File: config.mk
export PLATFORM = sky130hd
export DESIGN_NAME = sbmsc_ctrl
export DESIGN_NICKNAME = d
export VERILOG_FILES = /design/src/sbmsc_pkg.sv /design/src/sbmsc_ctrl.sv /design/src/sbmsc_burst_ctr.sv
export SDC_FILE = /design/constraint.sdc
export NUM_CORES = 1
export LEC_CHECK = 0
export BUFFER_PORTS_ARGS = -buffer_cell sky130_fd_sc_hd__buf_2
export CORE_ASPECT_RATIO = 1.25
export CORE_MARGIN = 1.5
export CORE_UTILIZATION = 45
export DETAILED_ROUTE_END_ITERATION = 16
export PLACE_DENSITY_LB_ADDON = 0.05
export SLEW_MARGIN = 20
export SYNTH_ARGS = -nofsm -noshare
export SYNTH_HDL_FRONTEND = slang
export SYNTH_SLANG_ARGS = --single-unit
File: constraint.sdc
create_clock -name core_clk -period 5.46 [get_ports core_clk]
set_input_delay 0.273 -clock core_clk [delete_from_list [all_inputs] [get_ports core_clk]]
set_output_delay 0.273 -clock core_clk [all_outputs]
set_load 0.005 [all_outputs]
File: src/sbmsc_pkg.sv
// shared constants and types for the sram burst, mode pin and sleep control block
// assumes a single 40 MHz core clock; no other file defines these names
package sbmsc_pkg;

    // clock and sleep timing, times in ns
    localparam int CLK_PERIOD_NS = 25;
    localparam int SLEEP_RECOVERY_NS = 100; // recovery time, plain default
    localparam int SLEEP_RECOVERY_RAW = (SLEEP_RECOVERY_NS + CLK_PERIOD_NS - 1) / CLK_PERIOD_NS;
    localparam int SLEEP_RECOVERY_CYC = (SLEEP_RECOVERY_RAW < 1) ? 1 : SLEEP_RECOVERY_RAW;
    localparam int SLEEP_ENTRY_CYC = 2; // edges from request to sleep

    // burst counter values
    localparam logic [1:0] BURST_START = 2'h0;
    localparam logic [1:0] BURST_STEP = 2'h1;

    // values taken by mode pins that are left open (pull devices)
    localparam logic FLOW_OPEN_VAL = 1'b1;
    localparam logic DESEL_OPEN_VAL = 1'b1;
    localparam logic DRV_OPEN_VAL = 1'b1;
    localparam logic PAR_OPEN_VAL = 1'b0;
    localparam logic SLEEP_OPEN_VAL = 1'b0;

    // bit positions in the synchronised mode vector
    localparam int MODE_FLOW = 0;
    localparam int MODE_DESEL = 1;
    localparam int MODE_DRV = 2;
    localparam int MODE_PAR = 3;
    localparam int MODE_ORD = 4;
    localparam int MODE_SLP = 5;
    localparam int MODE_W = 6;

    // values after reset
    localparam logic [MODE_W-1:0] MODE_RST = 6'h07;
    localparam logic [7:0] RECOVERY_CNT_RST = 8'h00;

    // command decoded from the bus in one cycle
    typedef enum logic [1:0] {OP_DESEL, OP_READ, OP_WRITE} sbmsc_op_e;

    // sleep sequencing
    typedef enum logic [1:0] {SLP_AWAKE, SLP_ASLEEP, SLP_RECOVER} sbmsc_sleep_e;

endpackage

File: src/sbmsc_ctrl.sv
// top of the sram burst, mode pin and sleep control block
// assumes the bus pins are driven by a controller on core_clk; mode and sleep pins are not
`timescale 1ns/1ps
`default_nettype none
module sbmsc_ctrl
    import sbmsc_pkg::*;
#(
    parameter int ADDR_W = 18,
    parameter int NUM_BYTES = 4,
    parameter int BYTE_W = 8
) (
    // clock and reset
    input wire logic core_clk,
    input wire logic sys_rst,
    // synchronous command bus
    input wire logic clk_edge_gate,
    input wire logic chip_en1_n,
    input wire logic chip_en2,
    input wire logic chip_en3_n,
    input wire logic write_n,
    input wire logic [NUM_BYTES-1:0] byte_wr_n,
    input wire logic advance_load_select,
    input wire logic [ADDR_W-1:0] addr,
    // data pins, split into input, output and enable
    input wire logic [NUM_BYTES*BYTE_W-1:0] dq_in,
    output logic [NUM_BYTES*BYTE_W-1:0] dq_out,
    output logic dq_oe,
    input wire logic [NUM_BYTES-1:0] parity_data_lines_in,
    output logic [NUM_BYTES-1:0] parity_data_lines_out,
    output logic parity_data_lines_oe,
    // static mode pins, each but burst_order_select with a flag telling it is left open
    input wire logic burst_order_select,
    input wire logic flow_through_select,
    input wire logic flow_through_select_open,
    input wire logic deselect_cycle_select,
    input wire logic deselect_cycle_select_open,
    input wire logic drive_select,
    input wire logic drive_select_open,
    input wire logic parity_byte_enable,
    input wire logic parity_byte_enable_open,
    input wire logic sleep_request,
    input wire logic sleep_request_open,
    // memory core side
    output logic [ADDR_W-1:0] core_addr,
    output logic core_rd_en,
    input wire logic [NUM_BYTES*BYTE_W-1:0] core_rd_data,
    input wire logic [NUM_BYTES-1:0] core_rd_par,
    output logic core_wr_en,
    output logic [ADDR_W-1:0] core_wr_addr,
    output logic [NUM_BYTES-1:0] core_byte_en,
    output logic [NUM_BYTES*BYTE_W-1:0] core_wr_data,
    output logic [NUM_BYTES-1:0] core_wr_par,
    // mode and power status
    output logic pipelined_mode,
    output logic single_deselect,
    output logic high_drive,
    output logic sleep_active,
    output logic recovering
);

    localparam int DATA_W = NUM_BYTES * BYTE_W;

    // the counter only owns two address bits, so elaboration stops on a narrower bus
    if (ADDR_W < 3 || NUM_BYTES < 1 || BYTE_W < 1) begin : g_bad_params
        $error("sbmsc_ctrl: ADDR_W must be at least 3, byte counts at least 1");
    end

    // mode pins resolved against their pull devices, then synchronised
    logic [MODE_W-1:0] mode_raw;
    logic [MODE_W-1:0] mode_meta_reg; // read only by mode_sync_reg
    logic [MODE_W-1:0] mode_sync_reg;

    assign mode_raw[MODE_FLOW] = flow_through_select_open ? FLOW_OPEN_VAL : flow_through_select;
    assign mode_raw[MODE_DESEL] = deselect_cycle_select_open ? DESEL_OPEN_VAL : deselect_cycle_select;
    assign mode_raw[MODE_DRV] = drive_select_open ? DRV_OPEN_VAL : drive_select;
    assign mode_raw[MODE_PAR] = parity_byte_enable_open ? PAR_OPEN_VAL : parity_byte_enable;
    assign mode_raw[MODE_ORD] = burst_order_select;
    assign mode_raw[MODE_SLP] = sleep_request_open ? SLEEP_OPEN_VAL : sleep_request;

    // two flip-flops because the mode and sleep pins are not timed to core_clk
    always_ff @(posedge core_clk) begin
        if (sys_rst) begin
            mode_meta_reg <= MODE_RST;
            mode_sync_reg <= MODE_RST;
        end else begin
            mode_meta_reg <= mode_raw;
            mode_sync_reg <= mode_meta_reg;
        end
    end

    // decoded modes
    logic pipe_on, dual_desel, par_on, interleave, sleep_sync;

    assign pipe_on = mode_sync_reg[MODE_FLOW];
    assign dual_desel = !mode_sync_reg[MODE_DESEL];
    assign par_on = !mode_sync_reg[MODE_PAR];
    assign interleave = mode_sync_reg[MODE_ORD];
    assign sleep_sync = mode_sync_reg[MODE_SLP]; // high two edges after the pin
    assign pipelined_mode = pipe_on;
    assign single_deselect = !dual_desel;
    assign high_drive = !mode_sync_reg[MODE_DRV];

    // sleep sequencer
    sbmsc_sleep_e slp_state_reg;
    sbmsc_sleep_e slp_state_next;
    logic [7:0] rec_cnt_reg; // cycles spent recovering
    logic [7:0] rec_cnt_next;
    logic in_sleep, rec_done;

    assign in_sleep = sleep_sync || (slp_state_reg == SLP_ASLEEP);
    assign rec_done = (rec_cnt_reg == 8'(SLEEP_RECOVERY_CYC - 1));
    assign sleep_active = in_sleep;
    assign recovering = (slp_state_reg == SLP_RECOVER);

    // next sleep state; a new request during recovery goes straight back
    always_comb begin
        slp_state_next = slp_state_reg;
        rec_cnt_next = rec_cnt_reg;
        case (slp_state_reg)
            SLP_AWAKE: begin
                slp_state_next = sleep_sync ? SLP_ASLEEP : SLP_AWAKE;
            end
            SLP_ASLEEP: begin
                rec_cnt_next = RECOVERY_CNT_RST;
                slp_state_next = sleep_sync ? SLP_ASLEEP : SLP_RECOVER;
            end
            SLP_RECOVER: begin
                rec_cnt_next = rec_cnt_reg + 8'h01;
                if (sleep_sync) begin
                    slp_state_next = SLP_ASLEEP;
                end else if (rec_done) begin
                    slp_state_next = SLP_AWAKE;
                end
            end
            default: begin
                slp_state_next = SLP_AWAKE;
            end
        endcase
    end

    // sleep state registers
    always_ff @(posedge core_clk) begin
        if (sys_rst) begin
            slp_state_reg <= SLP_AWAKE;
            rec_cnt_reg <= RECOVERY_CNT_RST;
        end else begin
            slp_state_reg <= slp_state_next;
            rec_cnt_reg <= rec_cnt_next;
        end
    end

    // command decode
    logic freeze, selected, do_load, do_cont;
    logic burst_live_reg; // a read or write burst is open
    sbmsc_op_e burst_op_reg; // kind of the open burst
    sbmsc_op_e op_now;
    logic [ADDR_W-1:0] upper_reg; // high address bits of the burst
    logic [1:0] lsb_next;
    logic [ADDR_W-1:0] addr_next;

    // a held edge or sleep freezes the command, burst and data pipeline; nothing pending is lost
    assign freeze = clk_edge_gate || in_sleep;
    assign selected = !chip_en1_n && chip_en2 && !chip_en3_n;
    assign do_load = !advance_load_select && selected;
    assign do_cont = advance_load_select && burst_live_reg;

    // write loads met while recovering are refused as deselects; continues of an open write burst still write
    always_comb begin
        op_now = OP_DESEL;
        if (do_load) begin
            if (write_n) begin
                op_now = OP_READ;
            end else if (!recovering) begin
                op_now = OP_WRITE;
            end
        end else if (do_cont) begin
            op_now = burst_op_reg; // write abort still counts as a write
        end
    end

    sbmsc_burst_ctr u_burst_ctr (
        .core_clk(core_clk),
        .sys_rst(sys_rst),
        .hold(freeze),
        .load(do_load),
        .advance(do_cont),
        .interleave(interleave),
        .load_lsb(addr[1:0]),
        .next_lsb(lsb_next)
    );

    // high bits come from the pins only on a load
    assign addr_next = do_load ? {addr[ADDR_W-1:2], lsb_next} : {upper_reg[ADDR_W-1:2], lsb_next};

    // first pipeline stage: command and address registered
    sbmsc_op_e s1_op_reg, s2_op_reg;
    logic [NUM_BYTES-1:0] s1_be_reg, s2_be_reg;
    logic [ADDR_W-1:0] s2_addr_reg;

    always_ff @(posedge core_clk) begin
        if (sys_rst) begin
            burst_live_reg <= 1'b0;
            burst_op_reg <= OP_DESEL;
            upper_reg <= '0;
            core_addr <= '0;
            s1_op_reg <= OP_DESEL;
            s1_be_reg <= '0;
            s2_op_reg <= OP_DESEL;
            s2_be_reg <= '0;
            s2_addr_reg <= '0;
        end else if (!freeze) begin
            if (!advance_load_select) begin
                burst_live_reg <= (op_now != OP_DESEL);
                burst_op_reg <= op_now;
            end
            if (do_load || do_cont) begin
                upper_reg <= addr_next;
                core_addr <= addr_next;
            end
            s1_op_reg <= op_now;
            s1_be_reg <= ~byte_wr_n;
            s2_op_reg <= s1_op_reg;
            s2_be_reg <= s1_be_reg;
            s2_addr_reg <= core_addr;
        end
    end

    // the core reads the registered address in the cycle after the command
    assign core_rd_en = (s1_op_reg == OP_READ) && !in_sleep;

    // late write: data taken one edge after the command in flow-through, two in pipelined
    logic wr_due;
    logic [NUM_BYTES-1:0] wr_be;
    logic [ADDR_W-1:0] wr_addr;

    assign wr_due = pipe_on ? (s2_op_reg == OP_WRITE) : (s1_op_reg == OP_WRITE);
    assign wr_be = pipe_on ? s2_be_reg : s1_be_reg;
    assign wr_addr = pipe_on ? s2_addr_reg : core_addr;

    // a write with no byte enabled is an abort and touches nothing
    always_ff @(posedge core_clk) begin
        if (sys_rst) begin
            core_wr_en <= 1'b0;
            core_wr_addr <= '0;
            core_byte_en <= '0;
            core_wr_data <= '0;
            core_wr_par <= '0;
        end else begin
            core_wr_en <= wr_due && (|wr_be) && !freeze;
            if (wr_due && !freeze) begin
                core_wr_addr <= wr_addr;
                core_byte_en <= wr_be;
                core_wr_data <= dq_in;
                core_wr_par <= par_on ? parity_data_lines_in : '0;
            end
        end
    end

    // read data: stage a for flow-through, stage b adds the output register
    logic [DATA_W-1:0] rd_a_reg, rd_b_reg;
    logic [NUM_BYTES-1:0] pa_a_reg, pa_b_reg;
    logic va_reg, vb_reg;
    logic oe_ext_reg; // extra driven cycle for dual deselect
    logic out_valid;

    assign out_valid = pipe_on ? vb_reg : va_reg;

    always_ff @(posedge core_clk) begin
        if (sys_rst) begin
            rd_a_reg <= '0;
            rd_b_reg <= '0;
            pa_a_reg <= '0;
            pa_b_reg <= '0;
            va_reg <= 1'b0;
            vb_reg <= 1'b0;
            oe_ext_reg <= 1'b0;
        end else if (!freeze) begin // held read keeps the bus driven
            va_reg <= (s1_op_reg == OP_READ);
            vb_reg <= va_reg;
            if (s1_op_reg == OP_READ) begin
                rd_a_reg <= core_rd_data;
                pa_a_reg <= core_rd_par;
            end
            rd_b_reg <= rd_a_reg;
            pa_b_reg <= pa_a_reg;
            oe_ext_reg <= dual_desel && out_valid;
        end
    end

    // outputs fall to high impedance at once in sleep
    assign dq_out = pipe_on ? rd_b_reg : rd_a_reg;
    assign parity_data_lines_out = pipe_on ? pa_b_reg : pa_a_reg;
    assign dq_oe = (out_valid || (oe_ext_reg && !wr_due)) && !in_sleep;
    assign parity_data_lines_oe = dq_oe && par_on;

    // checks
    a_sleep_outputs: assert property (@(posedge core_clk) disable iff (sys_rst)
        in_sleep |-> !dq_oe && !parity_data_lines_oe && !core_wr_en)
        else $error("outputs active while asleep");
    a_sleep_entry: assert property (@(posedge core_clk) disable iff (sys_rst)
        (sleep_request && !sleep_request_open)[*2] |=> sleep_active)
        else $error("sleep not entered two cycles after request");
    a_sleep_keeps_state: assert property (@(posedge core_clk) disable iff (sys_rst)
        sleep_active |=> $stable(core_addr) && $stable(burst_live_reg))
        else $error("state changed during sleep");
    a_recover_bound: assert property (@(posedge core_clk) disable iff (sys_rst)
        recovering && !sleep_sync |-> ##[1:16] !recovering)
        else $error("recovery did not end");
    a_recover_count: assert property (@(posedge core_clk) disable iff (sys_rst)
        $fell(recovering) && !in_sleep |-> $past(rec_cnt_reg) == 8'(SLEEP_RECOVERY_CYC - 1))
        else $error("recovery length wrong");
    a_burst_steps: assert property (@(posedge core_clk) disable iff (sys_rst)
        do_cont && !freeze |=> core_addr[1:0] != $past(core_addr[1:0]))
        else $error("continue cycle did not step the address");
    a_upper_held: assert property (@(posedge core_clk) disable iff (sys_rst)
        do_cont && !freeze |=> core_addr[ADDR_W-1:2] == $past(core_addr[ADDR_W-1:2]))
        else $error("upper address moved inside a burst");
    a_load_address: assert property (@(posedge core_clk) disable iff (sys_rst)
        do_load && !freeze |=> core_addr == $past(addr))
        else $error("loaded address not taken");
    a_gate_holds: assert property (@(posedge core_clk) disable iff (sys_rst)
        clk_edge_gate |=> $stable(s1_op_reg) && $stable(core_addr) && !core_wr_en)
        else $error("gated edge changed state");
    a_pipe_write: assert property (@(posedge core_clk) disable iff (sys_rst)
        pipe_on && do_load && !write_n && !recovering && (|(~byte_wr_n)) && !freeze
        ##1 (!freeze && pipe_on)[*2] |=> core_wr_en)
        else $error("pipelined write not issued at third edge");
    a_parity_off: assert property (@(posedge core_clk) disable iff (sys_rst)
        !par_on |-> !parity_data_lines_oe && core_wr_par == '0)
        else $error("parity lines active while disabled");
    a_wrap_four: assert property (@(posedge core_clk) disable iff (sys_rst)
        (do_load && !freeze) ##1 (do_cont && !freeze)[*4] |=> core_addr[1:0] == $past(core_addr[1:0], 4))
        else $error("burst did not wrap after four");

    c_full_burst: cover property (@(posedge core_clk) disable iff (sys_rst)
        do_load ##1 do_cont[*3]);
    c_sleep_cycle: cover property (@(posedge core_clk) disable iff (sys_rst)
        sleep_active ##1 !sleep_active ##[1:16] !recovering);
    c_flow_write: cover property (@(posedge core_clk) disable iff (sys_rst)
        !pipe_on && core_wr_en);
    c_dual_desel: cover property (@(posedge core_clk) disable iff (sys_rst)
        dq_oe && !out_valid);

endmodule
`default_nettype wire

File: src/sbmsc_burst_ctr.sv
// two-bit burst address generator with linear and interleaved order
// assumes load and advance are never high together and hold freezes every edge
`timescale 1ns/1ps
`default_nettype none
module sbmsc_burst_ctr
    import sbmsc_pkg::*;
(
    // clock and reset
    input wire logic core_clk,
    input wire logic sys_rst,
    // control
    input wire logic hold,
    input wire logic load,
    input wire logic advance,
    input wire logic interleave,
    // address bits
    input wire logic [1:0] load_lsb,
    output logic [1:0] next_lsb
);

    logic [1:0] base_reg; // loaded starting bits
    logic [1:0] count_reg; // accesses since the load
    logic [1:0] count_next;
    logic [1:0] lin_lsb;
    logic [1:0] ilv_lsb;

    // two bits wrap by themselves, so the fifth access repeats the start
    assign count_next = count_reg + BURST_STEP;
    assign lin_lsb = base_reg + count_next;
    assign ilv_lsb = base_reg ^ count_next;
    assign next_lsb = load ? load_lsb : (interleave ? ilv_lsb : lin_lsb);

    // base and count only move on an edge that is not held
    always_ff @(posedge core_clk) begin
        if (sys_rst) begin
            base_reg <= BURST_START;
            count_reg <= BURST_START;
        end else if (!hold) begin
            if (load) begin
                base_reg <= load_lsb;
                count_reg <= BURST_START;
            end else if (advance) begin
                count_reg <= count_next;
            end
        end
    end

    a_linear_step: assert property (@(posedge core_clk) disable iff (sys_rst)
        advance && !load && !interleave |-> next_lsb == 2'(base_reg + count_reg + BURST_STEP))
        else $error("linear burst step wrong");
    a_interleave_step: assert property (@(posedge core_clk) disable iff (sys_rst)
        advance && !load && interleave |-> next_lsb == (base_reg ^ 2'(count_reg + BURST_STEP)))
        else $error("interleaved burst step wrong");
    a_hold_freezes: assert property (@(posedge core_clk) disable iff (sys_rst)
        hold |=> $stable(count_reg) && $stable(base_reg))
        else $error("burst counter moved on a held edge");

endmodule
`default_nettype wire

# After elaboration in Yosys (flattened, before gate mapping)
# Index checks and enable logic that the tools add are counted.
[totals] regBits=211 latch_bits=0 ram_bits=0 romBits=0 in_bits=113 output_inout_bits=121 word_cells=108 mem_count=0
[classes] addsub=3 n_mul=0 div_mod_pow=0 magnitude_cmp=0 eq_ne=7 shifts=0 n_mux=21 n_bitwise=4 reduce_logical=41
[ops] operator="$mux 32" n=1
[ops] operator="$mux 2" n=11
[ops] operator="$mux 18" n=1
[ops] operator="$pmux 8 s2" n=1
[ops] operator="$logic_and 1x1->1" n=12
[ops] operator="$mux 4" n=3
[ops] operator="$reduce_and 2->1" n=5
[ops] operator="$reduce_or 2->1" n=5
[ops] operator="$logic_not 1->1" n=9
[ops] operator="$add 8x1->8 const B" n=1
[ops] operator="$eq 8x2->1 const B" n=1
[ops] operator="$eq 2x2->1 const B" n=3
[ops] operator="$pmux 2 s3" n=1
[ops] operator="$reduce_bool 2->1" n=3
[ops] operator="$eq 2x1->1 const B" n=2
[ops] operator="$logic_or 1x1->1" n=4
[ops] operator="$not 4->4" n=1
[ops] operator="$reduce_or 4->1" n=1
[ops] operator="$mux 1" n=3
[ops] operator="$ne 3x1->1 const B" n=1
[ops] operator="$reduce_and 3->1" n=1
[ops] operator="$add 2x1->2 const B" n=1
[ops] operator="$add 2x2->2" n=1
[ops] operator="$logic_not 2->1" n=1
[ops] operator="other kinds (2)" n=3

# Longest topological paths before layout
[logic_depth] depth_word=7 depth_mapped=9 depth_no_buf=6

# Cells and area by module
# A second synthesis with hierarchy kept.
[hier_totals] hier_cells=1007 area_unflattened_um2=9101.2
[modules_own_cells] module="sbmsc_ctrl" instances=1 cells_each=982 area_each_um2=8856.0 seq_area_each_um2=4144.0
[modules_own_cells] module="sbmsc_burst_ctr" instances=1 cells_each=25 area_each_um2=245.2 seq_area_each_um2=80.1

# Worst setup path before layout
# No wires, ideal clock.
[synth_path] path_kind="reg-to-reg" from="register slp_state_reg[1]" to="register core_wr_data[1]" setup_ns=0.128 t_arrival_ns=1.803 t_required_ns=5.332 slack_ns=3.529 path_stages_with_launch=10 path_buffers=3 synth_period_minus_slack_ns=1.931 path_cell_list="dfxtp_1 inv_1 ha_1 or3_1 buf_2 a21oi_4 buf_6 buf_6 mux2i_1 nor2_1"
[synth_between] elab_chain_len=5
[synth_rtl] item="from (decl)" line="sbmsc_ctrl.sv:104" text="sbmsc_sleep_e slp_state_reg;"
[synth_rtl] item="from (signal assigned)" line="sbmsc_ctrl.sv:147" text="slp_state_reg <= slp_state_next;"
[synth_rtl] item="$eq 2x1->1" line="sbmsc_ctrl.sv:110" text="assign in_sleep = sleep_sync || (slp_state_reg == SLP_ASLEEP);"
[synth_rtl] item="$logic_or 1x1->1" line="sbmsc_ctrl.sv:110"
[synth_rtl] item="$logic_or 1x1->1" line="sbmsc_ctrl.sv:162" text="assign freeze = clk_edge_gate || in_sleep;"
[synth_rtl] item="$logic_not 1->1"
[synth_rtl] item="$logic_and 1x1->1" line="sbmsc_ctrl.sv:250" text="if (wr_due && !freeze) begin"
[synth_rtl] item="to (signal assigned)" line="sbmsc_ctrl.sv:253" text="core_wr_data <= dq_in;"
[synth_rtl] item="to (decl)" line="sbmsc_ctrl.sv:51" text="output logic [NUM_BYTES*BYTE_W-1:0] core_wr_data,"
# No other way between the ends.
# A chain may end at the register's enable or synchronous reset.

# Worst setup path in the final report
[layout_path] from="register slp_state_reg[1]" to="register core_wr_data[0]"
# Same word-level chain as after synthesis.

==> flow_metrics.tcl <==
set metrics [dict create \
    status "finished, final reports clean" \
    relSlewSlack 0.259 \
    critPathRequiredTime_ns 5.81 \
    fin_crit_sh 0.557 \
    hold_viol_final 0 \
    dr_total_vias 6946 \
    worstSetupStartpointType "flop" \
    worstPathArrival_ns 3.39 \
    grtUsageTotal 0.201 \
    antenna_found_initial 1 \
    synth_area_mm2 0.00818 \
    ys_warn_count 0 \
    worstHoldStart "core_rd_par[3]" \
    ir_worst_vdd_uv 216 \
    multi_input_area_mm2 0.00364 \
    finClkSkew_ns 0.00685 \
    worstPathMaxFanout 85 \
    grt_pass1_vias 6364 \
    r2r_slack_ns 2.42 \
    drtAntennaViolNets 0 \
    yosys.cell_types.count 43 \
    cts_root_buf "clkbuf_16" \
    whs_path_depth 3 \
    syn_area_per_cell_um2 8.78 \
    core_area_mm2 0.0176 \
    dieWidth_um 124 \
    io_pins 234 \
    io_buffers 233 \
    pwr_density_cell_mw_per_mm2 311 \
    grt_pass1_wl_mm 31.4 \
    r2r_start "slp_state_reg[1]$_SDFFE_PP0P_" \
    worst_slew_pin_slew_ns 1.11 \
    final.min_clock_period_ns 3.04 \
    wl_per_cell_um 14.2 \
    dp_hpwl_mm 12.4 \
    grt_overflow 0 \
    die_area_mm2 0.0190 \
    power_leakage_nw 4.37 \
    cts.clk_slew.worst_paths_ns 0.06 \
    clockBufferDepth 3 \
    setup-violations-final 0 \
    netlist_instances 932 \
    nFillCells 1602 \
    cts_tree "yes" \
    start_util 0.464 \
    nets 1279 \
    rsz0062_at_grt "false" \
    syn_nets 1051 \
    finalMaxSlewViolations 0 \
    worst_setup_path_end_kind "flop" \
    layout-drive-gt1-share 0.273 \
    clkLatencyLatePin_ns 0.49 \
    firstDrtPassIters 4 \
    reg2reg_depth 7 \
    cts_max_level 1 \
    seqCellArea_mm2 0.00423 \
    synth.yosys.seq_area_share 0.516 \
    vias_per_cell 4.98 \
    post-route-util 0.590 \
    drt_iter0_drc 375 \
    ys_seq_elements 211 \
    fin_setup_tns_ns 0 \
    hold_class "in -> reg" \
    fmax_mhz 329 \
    routed_wl_mm 19.9 \
    n_antenna_cell 0 \
    die_y_um 154 \
    place_congestion 0.735 \
    area_growth_pct 27.3 \
    num_rows 54 \
    grt_max_degree 143 \
    criticalPathCategory "reg -> reg" \
    crit_start "slp_state_reg[1]$_SDFFE_PP0P_" \
    maxCapViolations 0 \
    cts_sinks 211 \
    drcViolationCount 0 \
    cts-buffers-inserted 22 \
]
## stage by stage
| step | total power [mW] | hold WS (ns) | instances | worst slack (ns) | cell area [um2] |
|---|---|---|---|---|---|
| after floorplan | 1.70 | 0.349 | 932 | 3.53 | 8180 |
| after global placement | 1.78 | 0.391 | 1330 | 2.47 | 9400 |
| after detailed placement | 1.78 | 0.394 | 1330 | 2.41 | 9400 |
| after CTS | 3.28 | 0.000483 | 1396 | 2.39 | 10400 |
| after global routing | 3.36 | 0.00984 | 1396 | 2.20 | 10400 |
| final | 3.24 | 0.0115 | 1396 | 2.42 | 10400 |
## cell type report
| class | instances | share of cell area |
|---|---|---|
| clock buffer | 31 | 0.0611 |
| sequential | 211 | 0.406 |
| tap | 224 | 0.0269 |
| timing repair buffer | 271 | 0.147 |
| multi-input combinational | 649 | 0.350 |
| clock inverter | 5 | 0.00721 |
| inverter | 5 | 0.00180 |
## Yosys cell counts
library cell / count / area share
nor2_1: 72 / 0.033
nand3b_1: 6 / 0.0055
a31oi_1: 1 / 0.00077
buf_4: 1 / 0.00092
o41ai_2: 1 / 0.0020
mux2_2: 36 / 0.050
a2111oi_0: 1 / 0.0011
a211oi_1: 28 / 0.026
buf_2: 14 / 0.0086
nor3_1: 4 / 0.0024
nor4_1: 1 / 0.00077
or3_1: 8 / 0.0061
clkbuf_1: 39 / 0.018
ha_1: 6 / 0.0092
nand2_1: 241 / 0.11
nand2b_1: 10 / 0.0076
and3_1: 1 / 0.00077
nor2b_1: 6 / 0.0046
o22ai_1: 1 / 0.00077
or4_1: 1 / 0.00092
a21oi_1: 133 / 0.081
o21ai_0: 7 / 0.0043
or3b_4: 1 / 0.0014
nor2_2: 1 / 0.00077
nor4b_1: 1 / 0.0011
nand4_1: 4 / 0.0031
buf_1: 9 / 0.0041
a311oi_1: 1 / 0.0011
mux2i_1: 56 / 0.069
xnor2_1: 2 / 0.0021
a21o_1: 1 / 0.00092
or4b_1: 1 / 0.0012
xor2_1: 5 / 0.0054
o211ai_1: 1 / 0.00092
dfxtp_1: 211 / 0.52
buf_6: 4 / 0.0055
or4b_4: 1 / 0.0017
inv_1: 5 / 0.0023
nor3b_1: 2 / 0.0018
or2_2: 4 / 0.0031
nand3_1: 2 / 0.0012
a21oi_4: 1 / 0.0020
a32oi_1: 1 / 0.0011
## critical path: stages, from the launching register on
cell     delay, ns
dfxtp_1       0.37
inv_1         0.08
ha_1          0.23
or3_2         0.81
a21oi_4       0.21
buf_4         0.81
mux2i_1       0.29
nor2_1        0.07
## logic make-up (layout without fill, tap and decap cells)
logic type	after synthesis	in the layout	share of synthesized area
AO/OA/AOI/OAI	177	177	0.122
adder cells (fa/ha/maj)	6	6	0.00918
XOR/XNOR	7	7	0.00749
multiplexers	92	92	0.118
buffers and inverters	72	312	0.0393
AND/OR/NAND/NOR	367	367	0.188
flip-flops	211	211	0.516
## final timing paths
| check | endpoint |
|---|---|
| hold reg to reg | mode_sync_reg[2]$_SDFF_PP1_ |
| setup reg to reg | core_wr_data[0]$_SDFFE_PP0P_ |
| setup / recovery | core_wr_data[0]$_SDFFE_PP0P_ |
| hold / removal | pa_a_reg[3]$_SDFFE_PP0P_ |
## per-layer routing
metal	wire (um)	vias up	track usage
met5	10	-	0
met4	343	2	0.0515
met3	1240	31	0.0367
met2	9330	179	0.341
met1	8940	3150	0.262
li1	-	3584	-
## cells in the final DEF, fill, tap and decap left out, drive strengths merged, types with 8 or more instances in the layout
cell,count
clkbuf,31
dfxtp,211
nor2,73
mux2i,56
nand2,241
a211oi,28
dlygate4sd3,30
a21oi,134
buf,241
nand2b,10
or3,8
mux2,36
## timing repair
item / CTS / global route
gates resized for setup: 0 / 0
setup buffers: 0 / 0
hold endpoints to repair: 27 / 0
hold buffers: 30 / 0
endpoints found under the setup margin: 0 / 0
## where the power goes
part | switching, mW | total [mW] | internal [mW] | leakage [nW]
logic | 0.102 | 0.179 | 0.0777 | 2.31
registers | 0.0156 | 1.58 | 1.56 | 1.71
clock network | 0.582 | 1.48 | 0.899 | 0.351
total | 0.699 | 3.24 | 2.54 | 4.37
Power figures use the tool's default switching activity.
